$ cat src/logic/ops_consts.svh
// Offsets, field positions, reset values and timing counts of the supervisor.
// Assumes a 250 MHz system clock and 8-bit APB byte addresses.
`ifndef OPS_CONSTS_SVH
`define OPS_CONSTS_SVH
// Register byte addresses.
`define OPS_ADDR_CTRL 8'h00
`define OPS_ADDR_OVTHR 8'h04
`define OPS_ADDR_OCTHR 8'h08
`define OPS_ADDR_OPTHR 8'h0c
`define OPS_ADDR_STATUS 8'h10
`define OPS_ADDR_ACK 8'h14
`define OPS_ADDR_COUNT 8'h18
// Control register fields.
`define OPS_CTRL_ON 0
`define OPS_CTRL_RESTART_OT 1
`define OPS_CTRL_RESTORE 2
`define OPS_CTRL_RESUME_ML 3
`define OPS_CTRL_LOCAL 4
`define OPS_CTRL_MS 5
`define OPS_CTRL_RST 5'h00
// Status register fields above the alarm bits.
`define OPS_ST_DC_ON 8
`define OPS_ST_MENU 9
`define OPS_ST_READY 10
`define OPS_ST_REMOTE 11
// Alarm bit positions.
`define OPS_NALARM 7
`define OPS_AL_OT 0
`define OPS_AL_OV 1
`define OPS_AL_OC 2
`define OPS_AL_OP 3
`define OPS_AL_FOV 4
`define OPS_AL_SF 5
`define OPS_AL_ML 6
`define OPS_TRIP_MASK 7'h3e
// Limits and times.
`define OPS_OV_MAX_PCT 110
`define OPS_FIXED_OV_MV 60600
`define OPS_CLK_MHZ 250
`define OPS_BOOT_US 10
`define OPS_BOOT_CYC (`OPS_BOOT_US * `OPS_CLK_MHZ)
`define OPS_SHUTDOWN_S 30
`define OPS_SHUTDOWN_CYC (64'd`OPS_SHUTDOWN_S * 64'd`OPS_CLK_MHZ * 64'd1000000)
`endif

$ cat src/logic/ops_pkg.sv
// Types shared by the supervisor modules.
// Assumes the constants header is compiled alongside.
package ops_pkg;
  // Power sequence of the unit.
  typedef enum logic [1:0] {OPS_BOOT, OPS_RUN, OPS_SHUT, OPS_OFF} ops_state_e;
  // One bit per alarm.
  typedef logic [6:0] ops_alarm_t;
endpackage

$ cat src/logic/ops_cmp.sv
// Limit comparators for voltage, current and power.
// Assumes measured values are unsigned magnitudes synchronous to clk.
`timescale 1ns/1ns
`include "ops_consts.svh"
module ops_cmp #(
  parameter int VW = 16,
  parameter logic [VW-1:0] FIX_LIM = 16'd6060,
  parameter bit HAS_FIX = 1'b1
)(
  input wire logic clk,
  input wire logic nrst,
  input wire logic [VW-1:0] volt,
  input wire logic [VW-1:0] curr,
  input wire logic [VW-1:0] ov_thr,
  input wire logic [VW-1:0] oc_thr,
  input wire logic [2*VW-1:0] op_thr,
  output logic ov_hit_ff,
  output logic oc_hit_ff,
  output logic op_hit_ff,
  output logic fov_hit_ff
);
  logic [2*VW-1:0] power; // Product of voltage and current.
  logic nxt_ov_hit;
  logic nxt_oc_hit;
  logic nxt_op_hit;
  logic nxt_fov_hit;

  // Compares each measurement with its limit.
  always_comb begin
    power = volt * curr;
    nxt_ov_hit = volt > ov_thr;
    nxt_oc_hit = curr >= oc_thr;
    nxt_op_hit = power >= op_thr;
    nxt_fov_hit = HAS_FIX && (volt >= FIX_LIM);
  end

  // Registers the comparison results.
  always_ff @(posedge clk or negedge nrst) begin
    if (!nrst) begin
      ov_hit_ff <= 1'b0;
      oc_hit_ff <= 1'b0;
      op_hit_ff <= 1'b0;
      fov_hit_ff <= 1'b0;
    end else begin
      ov_hit_ff <= nxt_ov_hit;
      oc_hit_ff <= nxt_oc_hit;
      op_hit_ff <= nxt_op_hit;
      fov_hit_ff <= nxt_fov_hit;
    end
  end
endmodule

$ cat src/logic/ops_flag.sv
// One sticky alarm flag with a guarded clear.
// Assumes set and clear are one-cycle or level terms from the same clock.
`timescale 1ns/1ns
module ops_flag (
  input wire logic clk,
  input wire logic nrst,
  input wire logic set,
  input wire logic clr,
  output logic flag_ff
);
  logic nxt_flag; // Next flag value.

  // A set in the clearing cycle wins.
  always_comb begin
    nxt_flag = flag_ff;
    if (set) begin
      nxt_flag = 1'b1;
    end else if (clr) begin
      nxt_flag = 1'b0;
    end
  end

  // Holds the flag.
  always_ff @(posedge clk or negedge nrst) begin
    if (!nrst) begin
      flag_ff <= 1'b0;
    end else begin
      flag_ff <= nxt_flag;
    end
  end

  // The flag holds from detection until cleared.
  property p_flag_hold;
    @(posedge clk) disable iff (!nrst) (set || (flag_ff && !clr)) |=> flag_ff;
  endproperty
  a_flag_hold: assert property (p_flag_hold) else $error("alarm flag lost");
endmodule

$ cat src/logic/ops_supervisor.sv
// Output protection and alarm supervisor with an APB register slave.
// Assumes synchronous measurement and status inputs and an NV store outside.
// Function
// - Overheat disables stage; optional auto restart.
// - Overheat flag stays, clearable once overheat is gone.
// - Voltage above settable threshold trips output.
// - Current at limit trips, both directions.
// - Power product at limit trips output.
// - Fixed overvoltage only on 60 V variant.
// - Fixed 60.6 V limit trips output.
// - Fixed overvoltage clears only by power cycle.
// - Share bus misuse or short trips output.
// - Share fault latched until acknowledged after cause.
// - Power-up output state from restore bit and NV store.
// - Switch-off stores state, mains alarm, shutdown.
// - Menu only while output off.
// - Remote takeover unless local mode.
// - Mains loss disables; resume is configurable.
// - Alarms readable, signalled, counted.
//
// Implementation choices: the register addresses and the APB register port.
`timescale 1ns/1ns
`include "ops_consts.svh"
module ops_supervisor #(
  parameter int VW = 16,
  parameter logic [VW-1:0] NOM_VOLT = 16'd6000,
  parameter int VOLT_LSB_MV = 10,
  parameter bit IS_60V = 1'b1,
  parameter logic [32:0] SHUTDOWN_CYC = 33'(`OPS_SHUTDOWN_CYC)
)(
  input wire logic clk,
  input wire logic nrst,
  input wire logic [7:0] paddr,
  input wire logic psel,
  input wire logic penable,
  input wire logic pwrite,
  input wire logic [31:0] pwdata,
  output logic [31:0] prdata,
  output logic pready,
  output logic pslverr,
  input wire logic [VW-1:0] meas_volt,
  input wire logic [VW-1:0] meas_curr,
  input wire logic overheat,
  input wire logic share_bus_wired,
  input wire logic share_bus_short,
  input wire logic mains_ok,
  input wire logic power_switch_off,
  input wire logic remote_takeover,
  input wire logic remote_release,
  input wire logic nv_saved_on,
  output logic dc_enable,
  output ops_pkg::ops_alarm_t alarm_flags,
  output logic menu_access,
  output logic ready,
  output logic remote_active,
  output logic nv_store,
  output logic nv_store_on,
  output logic shutdown_done
);
  import ops_pkg::*;

  // Fixed limit and the ceiling of the adjustable overvoltage threshold.
  localparam logic [VW-1:0] FIX_LIM = VW'(`OPS_FIXED_OV_MV / VOLT_LSB_MV);
  localparam logic [VW-1:0] OV_MAX = VW'((32'(NOM_VOLT) * `OPS_OV_MAX_PCT) / 100);
  localparam logic [32:0] BOOT_LAST = 33'(`OPS_BOOT_CYC - 1);

  // Tells whether an address holds a register.
  function automatic logic ops_mapped(input logic [7:0] a);
    ops_mapped = (a == `OPS_ADDR_CTRL) || (a == `OPS_ADDR_OVTHR) ||
                 (a == `OPS_ADDR_OCTHR) || (a == `OPS_ADDR_OPTHR) ||
                 (a == `OPS_ADDR_STATUS) || (a == `OPS_ADDR_ACK) ||
                 (a == `OPS_ADDR_COUNT);
  endfunction

  ops_state_e state_ff; // Power sequence state.
  ops_state_e nxt_state;
  logic [32:0] cnt_ff; // Boot and shutdown timer.
  logic [32:0] nxt_cnt;
  logic [5:1] ctrl_ff; // Configuration bits of the control register.
  logic [5:1] nxt_ctrl;
  logic [VW-1:0] ov_thr_ff; // Adjustable thresholds.
  logic [VW-1:0] nxt_ov_thr;
  logic [VW-1:0] oc_thr_ff;
  logic [VW-1:0] nxt_oc_thr;
  logic [2*VW-1:0] op_thr_ff;
  logic [2*VW-1:0] nxt_op_thr;
  logic dc_on_ff; // Commanded output state.
  logic nxt_dc_on;
  logic dc_en_ff; // Power stage enable.
  logic nxt_dc_en;
  logic [15:0] al_cnt_ff; // Alarm counter.
  logic [15:0] nxt_al_cnt;
  logic remote_ff; // Remote control owns the unit.
  logic nxt_remote;
  logic nv_store_ff; // Store strobe and the stored output state.
  logic nxt_nv_store;
  logic nv_on_ff;
  logic nxt_nv_on;
  logic [31:0] prdata_ff; // Read data, loaded in the setup phase.
  logic [31:0] nxt_prdata;
  logic ov_hit; // Comparator results.
  logic oc_hit;
  logic op_hit;
  logic fov_hit;
  logic sf_cause; // Share bus fault cause.
  logic wr_en; // Write strobe of the access phase.
  logic [6:0] ack; // Acknowledge requests written by software.
  logic [6:0] al_set; // Alarm causes this cycle.
  logic [6:0] al_clr; // Allowed clears this cycle.
  logic [6:0] flags; // Latched alarms.
  logic trip; // Any tripping alarm or raw trip cause.

  // Limit comparators.
  ops_cmp #(.VW(VW), .FIX_LIM(FIX_LIM), .HAS_FIX(IS_60V)) u_cmp (
    .clk(clk),
    .nrst(nrst),
    .volt(meas_volt),
    .curr(meas_curr),
    .ov_thr(ov_thr_ff),
    .oc_thr(oc_thr_ff),
    .op_thr(op_thr_ff),
    .ov_hit_ff(ov_hit),
    .oc_hit_ff(oc_hit),
    .op_hit_ff(op_hit),
    .fov_hit_ff(fov_hit)
  );

  // Alarm causes, acknowledges and clearing conditions.
  always_comb begin
    wr_en = psel && penable && pwrite && ops_mapped(paddr);
    ack = (wr_en && paddr == `OPS_ADDR_ACK) ? pwdata[6:0] : 7'h00;
    sf_cause = (share_bus_wired && !ctrl_ff[`OPS_CTRL_MS]) || share_bus_short;
    al_set = 7'h00;
    al_set[`OPS_AL_OT] = overheat;
    al_set[`OPS_AL_OV] = ov_hit;
    al_set[`OPS_AL_OC] = oc_hit;
    al_set[`OPS_AL_OP] = op_hit;
    al_set[`OPS_AL_FOV] = fov_hit;
    al_set[`OPS_AL_SF] = sf_cause;
    al_set[`OPS_AL_ML] = !mains_ok || power_switch_off;
    al_clr = 7'h00;
    al_clr[`OPS_AL_OT] = ack[`OPS_AL_OT];
    al_clr[`OPS_AL_OV] = ack[`OPS_AL_OV] && !ov_hit;
    al_clr[`OPS_AL_OC] = ack[`OPS_AL_OC] && !oc_hit;
    al_clr[`OPS_AL_OP] = ack[`OPS_AL_OP] && !op_hit;
    al_clr[`OPS_AL_FOV] = 1'b0;
    al_clr[`OPS_AL_SF] = ack[`OPS_AL_SF] && !sf_cause;
    al_clr[`OPS_AL_ML] = ack[`OPS_AL_ML] && mains_ok && !power_switch_off;
    trip = |((flags | al_set) & `OPS_TRIP_MASK) || overheat || !mains_ok;
  end

  // One sticky flag per alarm.
  generate
    for (genvar g = 0; g < `OPS_NALARM; g++) begin : g_flag
      ops_flag u_flag (
        .clk(clk),
        .nrst(nrst),
        .set(al_set[g]),
        .clr(al_clr[g]),
        .flag_ff(flags[g])
      );
    end
  endgenerate

  // Power sequence: boot, run, timed shutdown, off.
  always_comb begin
    nxt_state = state_ff;
    nxt_cnt = cnt_ff + 33'd1;
    case (state_ff)
      OPS_BOOT: begin
        if (cnt_ff == BOOT_LAST) begin
          nxt_state = OPS_RUN;
          nxt_cnt = 33'd0;
        end
      end
      OPS_RUN: begin
        nxt_cnt = 33'd0;
        if (power_switch_off) begin
          nxt_state = OPS_SHUT;
        end
      end
      OPS_SHUT: begin
        if (cnt_ff == SHUTDOWN_CYC - 33'd1) begin
          nxt_state = OPS_OFF;
        end
      end
      OPS_OFF: begin
        nxt_cnt = cnt_ff;
      end
      default: begin
        nxt_state = OPS_BOOT;
        nxt_cnt = 33'd0;
      end
    endcase
  end

  // Registers the power sequence.
  always_ff @(posedge clk or negedge nrst) begin
    if (!nrst) begin
      state_ff <= OPS_BOOT;
      cnt_ff <= 33'd0;
    end else begin
      state_ff <= nxt_state;
      cnt_ff <= nxt_cnt;
    end
  end

  // Output command, configuration, thresholds and the stage enable.
  always_comb begin
    nxt_ctrl = ctrl_ff;
    nxt_ov_thr = ov_thr_ff;
    nxt_oc_thr = oc_thr_ff;
    nxt_op_thr = op_thr_ff;
    nxt_dc_on = dc_on_ff;
    if (wr_en && paddr == `OPS_ADDR_CTRL) begin
      nxt_ctrl = pwdata[5:1];
      // Switching on is refused while a trip is pending.
      if (state_ff == OPS_RUN && !(pwdata[`OPS_CTRL_ON] && trip)) begin
        nxt_dc_on = pwdata[`OPS_CTRL_ON];
      end
    end
    if (wr_en && paddr == `OPS_ADDR_OVTHR) begin
      // Threshold is clamped to its ceiling.
      nxt_ov_thr = (pwdata[VW-1:0] > OV_MAX) ? OV_MAX : pwdata[VW-1:0];
    end
    if (wr_en && paddr == `OPS_ADDR_OCTHR) begin
      nxt_oc_thr = pwdata[VW-1:0];
    end
    if (wr_en && paddr == `OPS_ADDR_OPTHR) begin
      nxt_op_thr = pwdata[2*VW-1:0];
    end
    if (overheat && !ctrl_ff[`OPS_CTRL_RESTART_OT]) begin
      nxt_dc_on = 1'b0;
    end
    if (!mains_ok && !ctrl_ff[`OPS_CTRL_RESUME_ML]) begin
      nxt_dc_on = 1'b0;
    end
    if (|(al_set & `OPS_TRIP_MASK)) begin
      nxt_dc_on = 1'b0;
    end
    if (state_ff != OPS_RUN) begin
      nxt_dc_on = dc_on_ff; // Shutdown keeps the stored state.
    end
    // The power-up state comes last, so the hold above cannot mask it.
    if (state_ff == OPS_BOOT && cnt_ff == BOOT_LAST) begin
      nxt_dc_on = ctrl_ff[`OPS_CTRL_RESTORE] && nv_saved_on;
    end
    nxt_dc_en = dc_on_ff && !trip && state_ff == OPS_RUN && !power_switch_off;
  end

  // Registers the command and configuration.
  always_ff @(posedge clk or negedge nrst) begin
    if (!nrst) begin
      ctrl_ff <= `OPS_CTRL_RST;
      ov_thr_ff <= OV_MAX;
      oc_thr_ff <= '1;
      op_thr_ff <= '1;
      dc_on_ff <= 1'b0;
      dc_en_ff <= 1'b0;
    end else begin
      ctrl_ff <= nxt_ctrl;
      ov_thr_ff <= nxt_ov_thr;
      oc_thr_ff <= nxt_oc_thr;
      op_thr_ff <= nxt_op_thr;
      dc_on_ff <= nxt_dc_on;
      dc_en_ff <= nxt_dc_en;
    end
  end

  // Alarm counter, remote ownership, store strobe and read data.
  always_comb begin
    nxt_al_cnt = al_cnt_ff + 16'($countones(al_set & ~flags));
    nxt_remote = remote_ff;
    if (remote_release || ctrl_ff[`OPS_CTRL_LOCAL]) begin
      nxt_remote = 1'b0;
    end
    if (remote_takeover && !ctrl_ff[`OPS_CTRL_LOCAL]) begin
      nxt_remote = 1'b1;
    end
    nxt_nv_store = state_ff == OPS_RUN && power_switch_off;
    nxt_nv_on = nxt_nv_store ? dc_on_ff : nv_on_ff;
    nxt_prdata = prdata_ff;
    if (psel && !penable && !pwrite) begin
      nxt_prdata = 32'h0;
      case (paddr)
        `OPS_ADDR_CTRL: nxt_prdata[5:0] = {ctrl_ff, dc_on_ff};
        `OPS_ADDR_OVTHR: nxt_prdata[VW-1:0] = ov_thr_ff;
        `OPS_ADDR_OCTHR: nxt_prdata[VW-1:0] = oc_thr_ff;
        `OPS_ADDR_OPTHR: nxt_prdata[2*VW-1:0] = op_thr_ff;
        `OPS_ADDR_STATUS: begin
          nxt_prdata[6:0] = flags;
          nxt_prdata[`OPS_ST_DC_ON] = dc_en_ff;
          nxt_prdata[`OPS_ST_MENU] = !dc_en_ff;
          nxt_prdata[`OPS_ST_READY] = state_ff == OPS_RUN;
          nxt_prdata[`OPS_ST_REMOTE] = remote_ff;
        end
        `OPS_ADDR_COUNT: nxt_prdata[15:0] = al_cnt_ff;
        default: nxt_prdata = 32'h0;
      endcase
    end
  end

  // Registers the counter, ownership, strobe and read data.
  always_ff @(posedge clk or negedge nrst) begin
    if (!nrst) begin
      al_cnt_ff <= 16'h0;
      remote_ff <= 1'b0;
      nv_store_ff <= 1'b0;
      nv_on_ff <= 1'b0;
      prdata_ff <= 32'h0;
    end else begin
      al_cnt_ff <= nxt_al_cnt;
      remote_ff <= nxt_remote;
      nv_store_ff <= nxt_nv_store;
      nv_on_ff <= nxt_nv_on;
      prdata_ff <= nxt_prdata;
    end
  end

  // Port drive; the slave answers in every access cycle.
  assign pready = 1'b1;
  assign pslverr = psel && penable && !ops_mapped(paddr);
  assign prdata = prdata_ff;
  assign dc_enable = dc_en_ff;
  assign alarm_flags = flags;
  assign menu_access = !dc_en_ff;
  assign ready = state_ff == OPS_RUN;
  assign remote_active = remote_ff;
  assign nv_store = nv_store_ff;
  assign nv_store_on = nv_on_ff;
  assign shutdown_done = state_ff == OPS_OFF;

  // Overheat takes the stage down on the next edge.
  property p_ot_off;
    @(posedge clk) disable iff (!nrst) overheat |=> !dc_enable;
  endproperty
  a_ot_off: assert property (p_ot_off) else $error("stage on in overheat");

  // Without restart the command is dropped.
  property p_ot_norestart;
    @(posedge clk) disable iff (!nrst)
      (overheat && !ctrl_ff[`OPS_CTRL_RESTART_OT] && state_ff == OPS_RUN) |=> !dc_on_ff;
  endproperty
  a_ot_norestart: assert property (p_ot_norestart) else $error("auto restart");

  // Overheat notice persists until acknowledged.
  property p_ot_keep;
    @(posedge clk) disable iff (!nrst)
      (alarm_flags[`OPS_AL_OT] && !ack[`OPS_AL_OT]) |=> alarm_flags[`OPS_AL_OT];
  endproperty
  a_ot_keep: assert property (p_ot_keep) else $error("overheat notice lost");

  // Overvoltage is flagged two edges after the crossing.
  property p_ov;
    @(posedge clk) disable iff (!nrst)
      (meas_volt > ov_thr_ff && $stable(ov_thr_ff)) |-> ##2 alarm_flags[`OPS_AL_OV];
  endproperty
  a_ov: assert property (p_ov) else $error("overvoltage missed");

  // Overcurrent is flagged two edges after the limit is reached.
  property p_oc;
    @(posedge clk) disable iff (!nrst)
      (meas_curr >= oc_thr_ff && $stable(oc_thr_ff)) |-> ##2 alarm_flags[`OPS_AL_OC];
  endproperty
  a_oc: assert property (p_oc) else $error("overcurrent missed");

  // The fixed limit is never cleared while powered.
  property p_fov_stuck;
    @(posedge clk) disable iff (!nrst)
      alarm_flags[`OPS_AL_FOV] |-> ##1 alarm_flags[`OPS_AL_FOV] ##1 alarm_flags[`OPS_AL_FOV];
  endproperty
  a_fov_stuck: assert property (p_fov_stuck) else $error("fixed alarm cleared");

  // Share fault stays while its cause stands.
  property p_sf_hold;
    @(posedge clk) disable iff (!nrst) (alarm_flags[`OPS_AL_SF] && sf_cause) |=> alarm_flags[`OPS_AL_SF];
  endproperty
  a_sf_hold: assert property (p_sf_hold) else $error("share fault cleared early");

  // Switch-off stores the state, raises the mains alarm, drops the stage.
  property p_switch_off;
    @(posedge clk) disable iff (!nrst)
      (state_ff == OPS_RUN && power_switch_off) |=>
        (nv_store && nv_store_on == $past(dc_on_ff) && !dc_enable && alarm_flags[`OPS_AL_ML]);
  endproperty
  a_switch_off: assert property (p_switch_off) else $error("switch-off not handled");

  // The menu is closed whenever the stage is on.
  property p_menu;
    @(posedge clk) disable iff (!nrst) dc_enable |-> !menu_access;
  endproperty
  a_menu: assert property (p_menu) else $error("menu open while on");

  // Any tripping flag keeps the stage off.
  property p_trip;
    @(posedge clk) disable iff (!nrst) |(alarm_flags & `OPS_TRIP_MASK) |=> !dc_enable;
  endproperty
  a_trip: assert property (p_trip) else $error("stage on with alarm");
endmodule

$ cat config.mk
export PLATFORM = sky130hd
export DESIGN_NAME = ops_supervisor
export DESIGN_NICKNAME = d
export VERILOG_FILES = /design/src/logic/ops_pkg.sv /design/src/logic/ops_cmp.sv /design/src/logic/ops_flag.sv /design/src/logic/ops_supervisor.sv
export VERILOG_INCLUDE_DIRS = /design/src /design/src/logic
export SDC_FILE = /design/constraint.sdc
export NUM_CORES = 1
export LEC_CHECK = 0
export ABC_AREA = 1
export BUFFER_PORTS_ARGS = -buffer_cell sky130_fd_sc_hd__buf_2
export CAP_MARGIN = 30
export CELL_PAD_IN_SITES_DETAIL_PLACEMENT = 1
export CELL_PAD_IN_SITES_GLOBAL_PLACEMENT = 2
export CORE_ASPECT_RATIO = 1.4
export CORE_MARGIN = 2
export CORE_UTILIZATION = 37
export DETAILED_ROUTE_END_ITERATION = 8
export PLACE_DENSITY_LB_ADDON = 0.1
export SYNTH_ARGS = -nofsm -noshare
export SYNTH_HDL_FRONTEND = slang
export SYNTH_HIERARCHICAL = 1
export SYNTH_SLANG_ARGS = --single-unit
$ cat constraint.sdc
create_clock -name clk -period 4.13 [get_ports clk]
set_clock_uncertainty 0.05 [all_clocks]
set_input_delay 0.413 -clock clk [delete_from_list [all_inputs] [get_ports clk]]
set_output_delay 0.413 -clock clk [all_outputs]
set_load 0.05 [all_outputs]
==> summary.txt <==
=================================================================================================
Maximum clock path buffer count                                                                 2
Clock period minus worst slack                                                            5.59 ns
Synthesized instance count                                                                   2673
Worst-path maximum fanout                                                                       9
Synth Register Bits                                                                           168
Final Slew Violations                                                                           0
Worst Hold Class                                                                        in -> reg
Via count of the routed design                                                              17.5k
Maximum number of pins on one net before global-route repair                                   70
Top post-synthesis cells by count                                                    744 x nand2_1, 658 x inv_1, 198 x fa_1
Count of final hold-check violations                                                            0
Post-route insts no fill                                                                     3611
Share of cells above drive strength 1                                                       19.1%
Most frequently used cell type in the post-synthesis netlist                              nand2_1
Antenna violations before repair                                                                1
Register area share after synthesis                                                         21.6%
Final weighted congestion of routability-driven global placement                            0.868
Endpoints failing setup                                                                         1
Die width                                                                             199 microns
DIE HEIGHT                                                                            278 microns
Adder and majority cell fraction of the synthesized area                                    31.5%
Dpl ws                                                                                   -2.29 ns
Skew-Pair Late Insertion Delay                                                            0.45 ns
Via count of the first global-routing pass                                                  20.0k
Class of the most critical setup path                                                   in -> reg
FMAX                                                                                      179 MHz
Cell type with the largest total area after synthesis                                        fa_1
Site row count                                                                                100
TritonCTS clock tree                                                                          yes
Synthesized-area fraction occupied by xor and xnor cells                                    1.95%
Total global routing overflow                                                                   0
Sum of negative setup slack                                                              -1.46 ns
Kind of launch point of the worst setup path                                           input port
Main combinational cell family by area after synthesis                                adder cells
Ports                                                                                         133
Worst rel slew slack                                                                        37.0%
CP max-delay cell                                                                            fa_1
RSZ-0062 raised after global routing                                                          yes
Placed Cells incl. Taps                                                                      3571
Cell area after synthesis                                                             19800 sq um
DRC violation total after the first TritonRoute iteration                                     547
Async set or reset register ratio after synthesis                                            100%
Die outline area                                                                      55300 sq um
Area share of the largest cell type after synthesis                                         20.0%
Remaining DRCs                                                                                  0
CTS clk-pin slew, worst paths                                                             0.07 ns
Post-layout worst setup margin                                                           -1.46 ns
Worst Path Arrival                                                                        5.92 ns
Critical path's largest stage delay                                                       0.55 ns
Flip-flop cell with the highest count after synthesis                                     dfrtp_1
Synthesis Warnings                                                                              6
Depth of the CTS H-tree                                                                         4
Area delta synth->final                                                                     18.7%
First-pass GRT wire length                                                                 110 mm
Initial core utilization                                                                    37.3%
Average routed wire per standard cell                                                18.9 microns
Failing checks                                                                       setup timing
Via-per-instance ratio                                                                       4.85
Number of enable-type register cells in the synthesized netlist                                 0
Critical Path End Type                                                                  flip-flop
Post-synthesis net count                                                                     3137
First-pass iteration count of the detailed router                                               4
Final worst hold slack                                                                   0.117 ns
Total Wirelength                                                                          68.3 mm
Top cells by area, synth                                                             fa_1 20%, dfrtp_1 14%, nand2_1 14%
IO buf count                                                                                  131
Number of distinct library cell variants in the gate-level netlist after synthesis             55
CORE AREA                                                                             53100 sq um
Number of antenna-violating nets in the routed design                                           0
Detailed placement HPWL                                                                   57.6 mm
Total routing usage reported by global routing                                              26.0%
Outcome                                                                              finished with violations
Synth Area in Compound Gates                                                                6.72%
Per-instance average area after synthesis                                              7.40 sq um
Ratio of final minimum period to clock period                                                135%
Number of buffers added by the clock tree synthesis step                                       17
Synth Area in Simple Gates                                                                  23.1%
Number of sinks driven by the clock tree                                                      168
Transition time of the tightest slew-check pin                                           0.944 ns
Data required time of the critical path                                                   4.46 ns
Max-cap viol count                                                                              0
Nets                                                                                         3347
Mux share of post-synthesis cell area                                                     0.0506%
Root buffer cell                                                                        clkbuf_16
=================================================================================================
[per-layer routing]
metal | up-vias | routed length (microns) | global-route usage [%] | share of wire [%]
met1 | 8719 | 27100 | 28.9 | 40
li1 | 8407 | - | - | -
met5 | - | 0 | 0 | 0
met3 | 132 | 1100 | 1.92 | 1.6
met2 | 251 | 37300 | 49.9 | 55
met4 | 0 | 2820 | 10.8 | 4.1
[kinds of logic (layout without fill, tap and decap cells)]
kind of cell,Yosys count,count (layout)
AND/OR/NAND/NOR,1099,1099
buffers and inverters,758,981
adder cells (fa/ha/maj),379,379
AO/OA/AOI/OAI,222,222
flip-flops,168,168
XOR/XNOR,44,44
other,2,3
multiplexers,1,1
[worst paths after layout]
check / startpoint / slack (ns) / cells past startpoint / to
min in group asynchronous: nrst / 0.45 / 2 / cnt_ff[6]$_DFFE_PN0N_
worst max-delay path: meas_volt[12] / -1.46 / 29 / u_cmp/op_hit_ff$_DFF_PN0_
worst min register to register: ov_thr_ff[8]$_DFFE_PN1P_ / 0.43 / 2 / ov_thr_ff[8]$_DFFE_PN1P_
max in group asynchronous: nrst / 2.61 / 3 / op_thr_ff[26]$_DFFE_PN1P_
worst max register to register: u_cmp/oc_hit_ff$_DFF_PN0_ / 0.26 / 14 / al_cnt_ff[10]$_DFF_PN0_
worst min-delay path: overheat / 0.12 / 3 / g_flag[0].u_flag/flag_ff$_DFFE_PN0P_
[cell usage in the layout, fill, tap and decap left out, types with 9 or more instances in the layout]
| cell | count |
|---|---|
| o21ai_2 | 15 |
| nand3_2 | 9 |
| o22ai_1 | 9 |
| fa_1 | 184 |
| dfstp_2 | 54 |
| o31ai_1 | 13 |
| nand3_1 | 73 |
| nand2_4 | 13 |
| o21ai_0 | 47 |
| dfrtp_1 | 114 |
| ha_4 | 21 |
| xor2_1 | 35 |
| inv_2 | 20 |
| inv_1 | 644 |
| nor2_4 | 9 |
| nand4_1 | 35 |
| buf_4 | 155 |
| nand2_1 | 706 |
| a21oi_1 | 64 |
| ha_1 | 158 |
| fa_2 | 14 |
| buf_6 | 15 |
| nor2_1 | 147 |
| nand2_2 | 36 |
| buf_2 | 101 |
| nor3_1 | 34 |
| o21ai_1 | 23 |
| clkbuf_16 | 17 |
| a21oi_2 | 14 |
| nor2_2 | 18 |
[critical path, delay by kind of cell]
kind                       cells  cell delay [ns]
adders and majority gates      8             3.63
buffers and inverters          7             0.55
and+or+nand+nor               14             1.28
[registers in the layout (all words and copies together), names as in the netlist]
signal / flops
ov_thr_ff: 16
al_cnt_ff: 16
u_cmp/ov_hit_ff: 1
ctrl_ff: 5
u_cmp/op_hit_ff: 1
dc_on_ff: 1
dc_enable: 1
cnt_ff: 33
state_ff: 2
u_cmp/fov_hit_ff: 1
g_flag.u_flag/flag_ff: 7
op_thr_ff: 32
oc_thr_ff: 16
nv_store_on: 1
prdata: 32
nv_store: 1
remote_active: 1
u_cmp/oc_hit_ff: 1
[per-stage QoR]
step | area (sq um) | utilization [%]
after floorplan | 20500 | -
after global placement | 22200 | 41.9
after detailed placement | 22200 | 41.9
after CTS | 23200 | 43.8
after global routing | 23500 | 44.2
final | 23500 | 44.2
[what timing repair did]
item,in CTS,in global routing
setup endpoints to repair,1,3
buffers inserted,5,1
hold buffers,1,0
endpoints found under the hold margin,58,0
pin swaps,40,26
gates resized for setup,103,53
[area by class of cell]
type	count	area (sq um)
clock buffer	17	425
multi-input combinational	1747	13200
fill	6776	29600
inverter	666	2510
tap	714	893
sequential	168	4270
clock inverter	15	183
antenna	1	2.50
timing repair buffer	283	2030
Power is not shown: default switching activity piles up to over one toggle a cycle in this logic, so the estimate is an artifact.
